<file path="config.mk">
export PLATFORM = sky130hd
export DESIGN_NAME = bsc_switch_ctrl
export DESIGN_NICKNAME = d
export VERILOG_FILES = /design/src/pkg/bsc_pkg.sv /design/src/logic/bsc_switch_ctrl.sv
export VERILOG_INCLUDE_DIRS = /design/src /design/src/pkg
export SDC_FILE = /design/constraint.sdc
export NUM_CORES = 1
export LEC_CHECK = 0
export BUFFER_PORTS_ARGS = -buffer_cell sky130_fd_sc_hd__buf_4
export CORE_MARGIN = 2
export CORE_UTILIZATION = 35
export DETAILED_ROUTE_END_ITERATION = 10
export RECOVER_POWER = 25
export REMOVE_ABC_BUFFERS = 1
export SYNTH_ARGS = -nofsm -noshare
export SYNTH_HDL_FRONTEND = slang
export SYNTH_SLANG_ARGS = --single-unit
export TNS_END_PERCENT = 30
</file>
<file path="constraint.sdc">
create_clock -name aclk -period 3.4 [get_ports aclk]
set_input_delay 0.68 -clock aclk [delete_from_list [all_inputs] [get_ports aclk]]
set_output_delay 0.68 -clock aclk [all_outputs]
set_load 0.01 [all_outputs]
</file>
<file path="src/pkg/bsc_regs.svh">
// Register offsets, field positions, reset values and timing counts
`ifndef BSC_REGS_SVH
`define BSC_REGS_SVH

// ********************************
// Register map (byte addresses)
// ********************************
`define BSC_CTRL_OFS        4'h0
`define BSC_FREQ_OFS        4'h4
`define BSC_CFG_OFS         4'h8
`define BSC_STAT_OFS        4'hc

// ********************************
// Field positions
// ********************************
`define BSC_CTRL_REQ_BIT    0
`define BSC_CTRL_VREG_BIT   1
`define BSC_FREQ_SEL_LSB    0
`define BSC_FREQ_TRIM_LSB   4
`define BSC_CFG_PEAK_LSB    0
`define BSC_CFG_LOW_LSB     4
`define BSC_CFG_HIGH_LSB    8

// ********************************
// Reset values
// ********************************
`define BSC_CTRL_RST        32'h0000_0002
`define BSC_FREQ_RST        32'h0000_0000
`define BSC_CFG_RST         32'h0000_0000

// ********************************
// Timing
// ********************************
`define BSC_CLK_HZ          50000000
`define BSC_REFRESH_NS      5000
`define BSC_HIGH_ON_NS      80
`define BSC_LOW_ON_NS       160
`define BSC_REFRESH_COUNT   32
`define BSC_SYNC_LOSS       1024
`define BSC_REFRESH_CYC     ((`BSC_REFRESH_NS * 50 + 999) / 1000)
`define BSC_HIGH_CYC        ((`BSC_HIGH_ON_NS * 50 + 999) / 1000)
`define BSC_LOW_CYC         ((`BSC_LOW_ON_NS * 50 + 999) / 1000)

`endif

</file>
<file path="src/pkg/bsc_pkg.sv">
// Types shared by the bridge switching control block
package bsc_pkg;

  typedef enum logic [1:0] {
    BSC_IDLE   = 2'b00,
    BSC_REFRESH = 2'b01,
    BSC_RUN    = 2'b10
  } bsc_state_t;

  typedef enum logic [1:0] {
    BSC_PH_HIGH = 2'b00,
    BSC_PH_LOW  = 2'b01,
    BSC_PH_OFF  = 2'b10
  } bsc_phase_t;

endpackage

</file>
<file path="src/logic/bsc_switch_ctrl.sv">
// Switching stage control: frequency, sync, bootstrap refresh, settings
//
// Implementation choices: the address map and the AXI4-Lite interface to the registers.
`timescale 1ns/1ps
`default_nettype none
`include "bsc_regs.svh"

module bsc_switch_ctrl #(
  parameter int REFRESH_CYC   = `BSC_REFRESH_CYC,
  parameter int REFRESH_COUNT = `BSC_REFRESH_COUNT
) (
  input  wire logic        aclk,
  input  wire logic        aresetn,
  input  wire logic [3:0]  s_axi_awaddr,
  input  wire logic        s_axi_awvalid,
  output logic             s_axi_awready,
  input  wire logic [31:0] s_axi_wdata,
  input  wire logic [3:0]  s_axi_wstrb,
  input  wire logic        s_axi_wvalid,
  output logic             s_axi_wready,
  output logic [1:0]       s_axi_bresp,
  output logic             s_axi_bvalid,
  input  wire logic        s_axi_bready,
  input  wire logic [3:0]  s_axi_araddr,
  input  wire logic        s_axi_arvalid,
  output logic             s_axi_arready,
  output logic [31:0]      s_axi_rdata,
  output logic [1:0]       s_axi_rresp,
  output logic             s_axi_rvalid,
  input  wire logic        s_axi_rready,
  input  wire logic        switching_enable_pin,
  input  wire logic        fault,
  output logic             switching_enable_pin_oe,
  output logic             switching_enable_pin_o,
  input  wire logic        sync_in,
  output logic             sync_active,
  output logic [2:0]       eff_freq_select,
  output logic [1:0]       eff_freq_trim,
  output logic             buck_high_switch,
  output logic             buck_low_switch,
  output logic             pwm_run,
  output logic             core_reg_target_sel,
  output logic [2:0]       init_peak_current_code,
  output logic [3:0]       lin_low_power_cap,
  output logic [3:0]       lin_high_power_cap
);

  localparam int SYNC_LOSS = `BSC_SYNC_LOSS;

  // ********************************
  // Register bus
  // ********************************
  logic [31:0] ctrl_r, ctrl_nxt, freq_r, freq_nxt, cfg_r, cfg_nxt;
  logic        aw_hold_r, aw_hold_nxt, w_hold_r, w_hold_nxt;
  logic [3:0]  awaddr_r, awaddr_nxt;
  logic [31:0] wdata_r, wdata_nxt;
  logic [3:0]  wstrb_r, wstrb_nxt;
  logic        bvalid_r, bvalid_nxt, rvalid_r, rvalid_nxt;
  logic [1:0]  bresp_r, bresp_nxt, rresp_r, rresp_nxt;
  logic [31:0] rdata_r, rdata_nxt;
  logic        en_q_r;
  logic        pin_m_r, pin_s_r, sync_m_r, sync_s_r, sync_d_r;
  logic [10:0] sync_cnt_r, sync_cnt_nxt;
  logic        sync_act_r, sync_act_nxt;
  logic        sw_enabled;
  bsc_pkg::bsc_state_t st_r, st_nxt;
  logic [12:0] cyc_r, cyc_nxt;
  logic [5:0]  refresh_idx_r, refresh_idx_nxt;
  logic        hi_nxt, lo_nxt, hi_r, lo_r;

  function automatic logic mapped(input logic [3:0] a);
    mapped = (a == `BSC_CTRL_OFS) || (a == `BSC_FREQ_OFS) ||
             (a == `BSC_CFG_OFS) || (a == `BSC_STAT_OFS);
  endfunction

  function automatic logic [31:0] merge(input logic [31:0] old,
                                        input logic [31:0] d,
                                        input logic [3:0] be);
    logic [31:0] m;
    m = old;
    for (int i = 0; i < 4; i++) begin
      if (be[i]) begin
        m[i*8 +: 8] = d[i*8 +: 8];
      end
    end
    merge = m;
  endfunction

  assign s_axi_awready = !aw_hold_r && !bvalid_r;
  assign s_axi_wready  = !w_hold_r && !bvalid_r;
  assign s_axi_arready = !rvalid_r;
  assign s_axi_bvalid  = bvalid_r;
  assign s_axi_bresp   = bresp_r;
  assign s_axi_rvalid  = rvalid_r;
  assign s_axi_rdata   = rdata_r;
  assign s_axi_rresp   = rresp_r;

  always_comb begin
    aw_hold_nxt = aw_hold_r;
    w_hold_nxt  = w_hold_r;
    awaddr_nxt  = awaddr_r;
    wdata_nxt   = wdata_r;
    wstrb_nxt   = wstrb_r;
    bvalid_nxt  = bvalid_r;
    bresp_nxt   = bresp_r;
    ctrl_nxt    = ctrl_r;
    freq_nxt    = freq_r;
    cfg_nxt     = cfg_r;
    if (s_axi_awvalid && s_axi_awready) begin
      aw_hold_nxt = 1'b1;
      awaddr_nxt  = s_axi_awaddr;
    end
    if (s_axi_wvalid && s_axi_wready) begin
      w_hold_nxt = 1'b1;
      wdata_nxt  = s_axi_wdata;
      wstrb_nxt  = s_axi_wstrb;
    end
    if (aw_hold_nxt && w_hold_nxt && !bvalid_r) begin
      aw_hold_nxt = 1'b0;
      w_hold_nxt  = 1'b0;
      bvalid_nxt  = 1'b1;
      bresp_nxt   = mapped(awaddr_nxt) ? 2'h0 : 2'h2;
      unique case (awaddr_nxt)
        `BSC_CTRL_OFS: ctrl_nxt = merge(ctrl_r, wdata_nxt, wstrb_nxt) &
                                  32'h0000_0003;
        `BSC_FREQ_OFS: freq_nxt = merge(freq_r, wdata_nxt, wstrb_nxt) &
                                  32'h0000_0037;
        `BSC_CFG_OFS:  cfg_nxt  = merge(cfg_r, wdata_nxt, wstrb_nxt) &
                                  32'h0000_0fff;
        default: ;
      endcase
    end else if (bvalid_r && s_axi_bready) begin
      bvalid_nxt = 1'b0;
    end
    // Fault or pin drop clears the request so re-enable is deliberate
    if (en_q_r && !sw_enabled) begin
      ctrl_nxt[`BSC_CTRL_REQ_BIT] = 1'b0;
    end
  end

  always_comb begin
    rvalid_nxt = rvalid_r;
    rdata_nxt  = rdata_r;
    rresp_nxt  = rresp_r;
    if (s_axi_arvalid && s_axi_arready) begin
      rvalid_nxt = 1'b1;
      rresp_nxt  = mapped(s_axi_araddr) ? 2'h0 : 2'h2;
      unique case (s_axi_araddr)
        `BSC_CTRL_OFS: rdata_nxt = ctrl_r;
        `BSC_FREQ_OFS: rdata_nxt = freq_r;
        `BSC_CFG_OFS:  rdata_nxt = cfg_r;
        `BSC_STAT_OFS: rdata_nxt = {27'h0, st_r == bsc_pkg::BSC_RUN,
                                    st_r == bsc_pkg::BSC_REFRESH,
                                    sync_active, pin_s_r, sw_enabled};
        default:       rdata_nxt = 32'h0;
      endcase
    end else if (rvalid_r && s_axi_rready) begin
      rvalid_nxt = 1'b0;
    end
  end

  // ********************************
  // Pin synchronisers and sync detect
  // ********************************
  // Request and pin together enable switching; fault pulls the pin low and forces the enable off
  assign sw_enabled = pin_s_r && ctrl_r[`BSC_CTRL_REQ_BIT] && !fault;
  assign switching_enable_pin_oe = fault;
  assign switching_enable_pin_o  = 1'b0;

  // Rising edges keep sync alive; a long quiet spell falls back to oscillator
  always_comb begin
    sync_cnt_nxt = sync_cnt_r;
    sync_act_nxt = sync_act_r;
    if (sync_s_r && !sync_d_r) begin
      sync_cnt_nxt = 11'h0;
      sync_act_nxt = 1'b1;
    end else if (sync_cnt_r == 11'(SYNC_LOSS)) begin
      sync_act_nxt = 1'b0;
    end else begin
      sync_cnt_nxt = sync_cnt_r + 11'h1;
    end
  end

  assign sync_active = sync_act_r;

  // ********************************
  // Bootstrap refresh sequencer
  // ********************************
  always_comb begin
    st_nxt          = st_r;
    cyc_nxt         = cyc_r;
    refresh_idx_nxt = refresh_idx_r;
    hi_nxt          = 1'b0;
    lo_nxt          = 1'b0;
    unique case (st_r)
      bsc_pkg::BSC_IDLE: begin
        if (sw_enabled) begin
          st_nxt          = bsc_pkg::BSC_REFRESH;
          cyc_nxt         = 13'h0;
          refresh_idx_nxt = 6'h0;
          hi_nxt          = 1'b1;
        end
      end
      bsc_pkg::BSC_REFRESH: begin
        if (cyc_r == 13'(REFRESH_CYC - 1)) begin
          cyc_nxt         = 13'h0;
          refresh_idx_nxt = refresh_idx_r + 6'h1;
          if (refresh_idx_r == 6'(REFRESH_COUNT - 1)) begin
            st_nxt = bsc_pkg::BSC_RUN;
          end else begin
            hi_nxt = 1'b1;
          end
        end else begin
          cyc_nxt = cyc_r + 13'h1;
          // High first, then low, then both off
          hi_nxt = (cyc_r + 13'h1) < 13'(`BSC_HIGH_CYC);
          lo_nxt = ((cyc_r + 13'h1) >= 13'(`BSC_HIGH_CYC)) &&
                   ((cyc_r + 13'h1) <
                    13'(`BSC_HIGH_CYC + `BSC_LOW_CYC));
        end
      end
      bsc_pkg::BSC_RUN: ;
      default: st_nxt = bsc_pkg::BSC_IDLE;
    endcase
    if (!sw_enabled) begin
      st_nxt = bsc_pkg::BSC_IDLE;
      hi_nxt = 1'b0;
      lo_nxt = 1'b0;
    end
  end

  assign buck_high_switch = hi_r;
  assign buck_low_switch  = lo_r;
  assign pwm_run          = (st_r == bsc_pkg::BSC_RUN);

  // ********************************
  // Settings decode
  // ********************************
  always_comb begin
    eff_freq_select = freq_r[`BSC_FREQ_SEL_LSB +: 3];
    eff_freq_trim   = freq_r[`BSC_FREQ_TRIM_LSB +: 2];
    if (eff_freq_select > 3'h5) begin
      eff_freq_select = 3'h5;
    end
    if (eff_freq_trim == 2'h3) begin
      eff_freq_trim = 2'h0;
    end
  end

  assign core_reg_target_sel    = ctrl_r[`BSC_CTRL_VREG_BIT];
  assign init_peak_current_code = cfg_r[`BSC_CFG_PEAK_LSB +: 3];
  assign lin_low_power_cap      = cfg_r[`BSC_CFG_LOW_LSB +: 4];
  assign lin_high_power_cap     = cfg_r[`BSC_CFG_HIGH_LSB +: 4];

  // ********************************
  // Registers
  // ********************************
  always_ff @(posedge aclk) begin
    pin_m_r  <= switching_enable_pin;
    pin_s_r  <= pin_m_r;
    sync_m_r <= sync_in;
    sync_s_r <= sync_m_r;
    sync_d_r <= sync_s_r;
    if (!aresetn) begin
      ctrl_r        <= `BSC_CTRL_RST;
      freq_r        <= `BSC_FREQ_RST;
      cfg_r         <= `BSC_CFG_RST;
      aw_hold_r     <= 1'b0;
      w_hold_r      <= 1'b0;
      awaddr_r      <= 4'h0;
      wdata_r       <= 32'h0;
      wstrb_r       <= 4'h0;
      bvalid_r      <= 1'b0;
      bresp_r       <= 2'h0;
      rvalid_r      <= 1'b0;
      rdata_r       <= 32'h0;
      rresp_r       <= 2'h0;
      sync_cnt_r    <= 11'h0;
      sync_act_r    <= 1'b0;
      st_r          <= bsc_pkg::BSC_IDLE;
      cyc_r         <= 13'h0;
      refresh_idx_r <= 6'h0;
      hi_r          <= 1'b0;
      lo_r          <= 1'b0;
      en_q_r        <= 1'b0;
    end else begin
      ctrl_r        <= ctrl_nxt;
      freq_r        <= freq_nxt;
      cfg_r         <= cfg_nxt;
      aw_hold_r     <= aw_hold_nxt;
      w_hold_r      <= w_hold_nxt;
      awaddr_r      <= awaddr_nxt;
      wdata_r       <= wdata_nxt;
      wstrb_r       <= wstrb_nxt;
      bvalid_r      <= bvalid_nxt;
      bresp_r       <= bresp_nxt;
      rvalid_r      <= rvalid_nxt;
      rdata_r       <= rdata_nxt;
      rresp_r       <= rresp_nxt;
      sync_cnt_r    <= sync_cnt_nxt;
      sync_act_r    <= sync_act_nxt;
      st_r          <= st_nxt;
      cyc_r         <= cyc_nxt;
      refresh_idx_r <= refresh_idx_nxt;
      hi_r          <= hi_nxt;
      lo_r          <= lo_nxt;
      en_q_r        <= sw_enabled;
    end
  end

endmodule // bsc_switch_ctrl

`default_nettype wire

</file>
# Word-level counts from Yosys, hierarchy flattened
# Index checks and enable logic that the tools add are counted.
[classes]
div_mod_pow = 0
n_reduce_logical = 46
magnitude_cmp = 4
n_mux = 28
n_addsub = 3
multipliers = 0
n_eq_ne = 15
shifts = 0
n_bitwise = 4
[op_table]
columns = ["cell", "count"]
rows = [
  ["12-bit case mux with 4 select lines", 1],
  ["13-bit 2-to-1 mux", 2],
  ["13-bit case mux with 2 select lines", 1],
  ["3-bit AND reduction", 6],
  ["4-bit equality test, second input constant", 4],
  ["1-bit logical AND", 14],
  ["13-bit by 1-bit adder with 13-bit output, second input constant", 1],
  ["13-bit by 8-bit equality test with 1-bit output, second input constant", 1],
  ["13-bit by 3-bit greater-or-equal comparator with 1-bit output, second input constant", 1],
  ["13-bit by 3-bit less-than comparator with 1-bit output, second input constant", 1],
  ["13-bit by 4-bit less-than comparator with 1-bit output, second input constant", 1],
  ["12-bit 2-to-1 mux", 1],
  ["2-bit 2-to-1 mux", 6],
  ["6-bit 2-to-1 mux", 2],
  ["6-bit case mux with 2 select lines", 1],
  ["11-bit by 1-bit adder with 11-bit output, second input constant", 1],
  ["11-bit equality test, second input constant", 1],
  ["1-bit 2-to-1 mux", 10],
  ["4-bit by 3-bit equality test with 1-bit output, second input constant", 2],
  ["4-bit zero test", 2],
  ["2-bit nonzero test", 4],
  ["1-bit zero test", 7],
  ["6-bit by 1-bit adder with 6-bit output, second input constant", 1],
  ["6-bit by 5-bit equality test with 1-bit output, second input constant", 1],
  ["other kinds (15)", 28],
]
[word_totals]
word_cells = 128
out_inout_bits = 64
latchBits = 0
regBits = 118
mem_count = 0
romBits = 0
mem_bits_rw = 0

# Logic depth before layout (Yosys ltp)
[logic_depth]
ltp_word = 9
ltp_mapped = 8

# Worst setup path after synthesis
# OpenSTA, ideal clock, no wires.
[synth_timing]
path_kind = "input port to flip-flop"
from = "in s_axi_awvalid"
to = "reg freq_r[1]"
path_stages = 5
setup_slack_ps = 973
arrival_ps = 2304
n_path_buf = 0
setup_ps = 123
path_cell_list = "nor3b_4 -> mux2i_1 -> nand4b_4 -> nor3b_4 -> mux2_1"
[synth_between]
elab_chain_len = 5
elab_cells_between_ends = 7
cone_classes = "1 x eq/ne; 2 x mux; 4 x reduce/logical"
[synth_rtl]
columns = ["item", "line", "text"]
rows = [
  ["start, declared", "bsc_switch_ctrl.sv:15", "input wire logic s_axi_awvalid,"],
  ["1-bit logical AND (*)", "bsc_switch_ctrl.sv:109", "if (s_axi_awvalid && s_axi_awready) begin"],
  ["branches (longest 3 deep; another with 4-bit 2-to-1 mux)", "n/a", ""],
  ["3-bit AND reduction (no line) (*)", "n/a", ""],
  ["end signal, assigned", "bsc_switch_ctrl.sv:266", "freq_r <= `BSC_FREQ_RST;"],
  ["end signal, assigned", "bsc_switch_ctrl.sv:288", "freq_r <= freq_nxt;"],
  ["end, declared", "bsc_switch_ctrl.sv:53", "logic [31:0] ctrl_r, ctrl_nxt, freq_r, freq_nxt, cfg_r, cfg_nxt;"],
]
# Mark *: on every way between the ends.
# A chain may end at the register's enable or synchronous reset.

# Final worst setup path
[layout_timing]
from = "in aresetn"
to = "reg cfg_r[9]"
[layout_rtl]
columns = ["item", "line", "text"]
rows = [
  ["start, declared", "bsc_switch_ctrl.sv:13", "input wire logic aresetn,"],
  ["end signal, assigned", "bsc_switch_ctrl.sv:267", "cfg_r <= `BSC_CFG_RST;"],
  ["end signal, assigned", "bsc_switch_ctrl.sv:289", "cfg_r <= cfg_nxt;"],
  ["end, declared", "bsc_switch_ctrl.sv:53", ""],
]
# No word-level cell between the ends.

==> qor.csv <==
stage;metric;value;unit
placed_design;place_area;0.00510;mm2
synth;synth_xor_area_share;3.25;%
layout;syn2layout_area_growth;17.4;%
clock_network;path_clk_slew;0.08;ns
worst_setup_path;required;3.65;ns
floorplanning;start_util;36.0;%
clock_network;cts.sinks;96;
layout;fin_nets;623;
clock_network;cts_setup_buffers;0;
synth;synth_top_family_by_area;simple AND/OR/NAND/NOR gates;
sta;fin_setup_tns;0;ns
placed_design;buffer_ports.inserted;72;
layout;num-fill-cells;1284;
floorplanning;core-area;0.0127;mm2
worst_setup_path;crit_family;buffers and inverters;
clock_network;cts_resized;0;
pwr;p_per_area;451;mW/mm2
routing;drtIter0Drc;239;
synth;syn_avg_cell_area;8.90;um2
global_routing;grt_pass1_wl;17400;um
floorplanning;row_count;41;
worst_setup_path;cp_cell_sequence;clkbuf_1, clkinv_1, clkbuf_1, a311oi_1;
pwr;leakage;0.00213;uW
sta;max_freq;0.403;GHz
routing;finalWirelength;10400;um
routing;drc_errors;0;
sta;setup-violations-final;0;
sta;hold_viol;0;
floorplanning;ios;118;
placed_design;place.gp.congestion;0.814;
sta;finClkSkew;0.0106;ns
worst_setup_path;cp.arrival;2.73;ns
pwr;power;2420;uW
routing;vias_per_cell;5.00;
routing;avgRoutedWirePerCell;14.0;um
synth;postSynthCellCount;515;
layout;drive_above_1_share;19.7;%
synth;synthArstFlopShare;0;%
floorplanning;dieArea;0.0140;mm2
sta;period_minus_slack;2.48;ns
synth;synth_compound_area_share;14.5;%
run;maxCapViolations;0;
sta;worst_pin_slew;1.30;ns
clock_network;hold_buffers;0;
clock_network;numCtsBuffers;9;
clock_network;clk_path_buf_depth;2;
worst_setup_path;cp_max_fo;27;
synth;synth-edff-count;0;
pwr;ir_drop;0.000199;V
synth;ys_types;65;
placed_design;dp_hpwl;7400;um
worst_setup_path;cp_common_cell;clkbuf_1;
global_routing;gr-usage-all-layers;15.2;%
synth;yosys.area_share.simple;21.9;%
synth;ys_seq_elements;96;
clock_network;worstSkewPairLatency;0.35;ns
worst_setup_path;worst-path-buf-inv;3;
worst_setup_path;crit_type;input port to flip-flop;
clock_network;h-tree-depth;3;
synth;synthAdderAreaFrac;1.37;%
worst_setup_path;cpPeakStageDelay;0.93;ns
sta;max_slew_margin;13.2;%
sta;fin_crit_sh;72.9;%
sta;rsz0062_at_grt;false;
routing;drtPass1Iterations;5;
clock_network;cts_tree;built;
synth;synth_area;0.00458;mm2
worst_setup_path;end_kind;flip-flop;
clock_network;cts-root-buf;clkbuf_16;
worst_hold_path;min_path_type;flip-flop to flip-flop;
synth;seq_area_frac_synth;41.9;%
worst_setup_path;cp_slowest_cell;clkbuf_1;
routing;ant_nets;0;
routing;num_vias;3703;
sta;drv_slew;0;
global_routing;grt_pass1_vias;3548;
floorplanning;fp.dieH;118;um
global_routing;grt.overflow.total;0;
layout;finalInstanceArea;0.00538;mm2
synth;synthFlopType;dfxtp_1;
worst_setup_path;worstSetupStartpointType;input port;
status;status;finished clean;
layout;antenna_cells;0;
global_routing;grt_antenna_before_repair;0;
global_routing;grt_max_degree;29;
floorplanning;die-width;118;um
synth;muxShareOfSynthArea;6.88;%
synth;yosysWarnings;0;
-- sequential cells by signal, indices dropped and copies added (netlist names), 4 cells and up --
name           cells
freq_r             5
sync_cnt_r        11
wdata_r           12
awaddr_r           4
cyc_r             13
s_axi_rdata       12
refresh_idx_r      6
cfg_r             12
-- final timing paths --
path	start	to	slack (ns)	cells past startpoint
hold / removal	pin_m_r	pin_s_r	0.33	0
setup / recovery	aresetn	cfg_r[9]	0.92	4
setup reg to reg	s_axi_bvalid	freq_r[1]	0.96	5
hold reg to reg	pin_m_r	pin_s_r	0.33	0
-- per-stage QoR --
| stage | hold WS [ns] | utilization [%] | cells | worst slack, ns |
|---|---|---|---|---|
| 6_report | 0.329 | 42.3 | 741 | 0.920 |
| 5_1_grt | 0.345 | 42.3 | 741 | 0.681 |
| 4_1_cts | 0.331 | 42.4 | 741 | 0.922 |
| 3_5_place_dp | 0.314 | 40.1 | 725 | 0.603 |
| 3_3_place_gp | 0.315 | 40.1 | 725 | 0.660 |
| 2_1_floorplan | 0.310 | - | 470 | 0.832 |
-- cell type report --
cell class,count,area [um2],share of cell area (%)
Clock buffer,9,225,4.19
Clock inverter,7,71.3,1.33
Inverter,16,60.1,1.12
Multi-Input combinational cell,358,2280,42.4
Sequential cell,96,1920,35.7
Tap cell,172,215,4.00
Timing Repair Buffer,83,604,11.2
-- power by group --
part / switching [uW] / internal [uW]
combinational: 140 / 105
sequential: 20.8 / 1160
clock: 483 / 517
total: 644 / 1780
-- per-layer routing --
metal	global-route usage (%)	vias to the layer above	share of wire (%)
li1	-	1855	-
met1	19.9	1739	47
met2	24.2	91	46
met3	2.85	18	3.6
met4	7.22	0	2.7
met5	0	-	0
-- cells in the mapped netlist, types with 5 or more instances --
master | n | area (um2)
nand3_1 | 20 | 100
a22oi_1 | 10 | 75.1
ha_1 | 5 | 62.6
nor3_1 | 25 | 125
nand2_1 | 32 | 120
dfxtp_1 | 96 | 1920
nor2b_1 | 8 | 50.1
nand4_1 | 8 | 50.1
buf_2 | 9 | 45.0
xnor2_1 | 8 | 70.1
buf_4 | 35 | 263
o21a_1 | 8 | 60.1
a21oi_1 | 23 | 115
a21boi_0 | 7 | 52.6
a211oi_1 | 6 | 45.0
xor2_1 | 9 | 78.8
mux2_2 | 9 | 101
inv_1 | 15 | 56.3
clkbuf_1 | 20 | 75.1
mux2i_1 | 18 | 180
a311oi_1 | 5 | 43.8
nor2_1 | 62 | 233
-- placed cells by master, fill, tap and decap left out, types with 3 or more instances in the layout --
| cell type | synthesis | routed |
|---|---|---|
| dfxtp_1 | 96 | 96 |
| buf_4 | 35 | 76 |
| nor2_1 | 62 | 62 |
| nand2_1 | 32 | 32 |
| nor3_1 | 25 | 25 |
| a21oi_1 | 23 | 23 |
| conb_1 | 1 | 23 |
| nand3_1 | 20 | 20 |
| mux2i_1 | 18 | 18 |
| inv_1 | 15 | 15 |
| a22oi_1 | 10 | 10 |
| mux2_2 | 9 | 9 |
| xor2_1 | 9 | 9 |
| clkbuf_16 | 0 | 9 |
| nor2b_1 | 8 | 8 |
| nand4_1 | 8 | 8 |
| o21a_1 | 8 | 8 |
| xnor2_1 | 8 | 8 |
| a21boi_0 | 7 | 7 |
| a211oi_1 | 6 | 6 |
| a311oi_1 | 5 | 5 |
| ha_1 | 5 | 5 |
| clkbuf_1 | 20 | 5 |
| nand2b_1 | 4 | 4 |
| and2_1 | 4 | 4 |
| o21ai_0 | 4 | 4 |
| or3_1 | 4 | 4 |
| nor4_1 | 4 | 4 |
| a21o_1 | 3 | 3 |
| nor3b_4 | 3 | 3 |
| and4_1 | 3 | 3 |
| and3_1 | 3 | 3 |
| a31oi_1 | 3 | 3 |
-- worst register-to-register path, stage by stage, from the launching register on --
cell,delay [ns]
dfxtp_1,0.41
nor3b_4,0.39
mux2i_1,0.50
nand4b_4,0.26
nor3b_4,0.42
mux2_1,0.35
-- cell families after synthesis --
kind of cell | Yosys count
other | 1
adders and majority gates | 5
muxes | 29
AOI/OAI and AO/OA | 92
DFF | 96
buffers and inverters | 83
xor gates and xnor gates | 17
and+or+nand+nor | 192
Note: power is estimated with default switching activity, not from simulation.
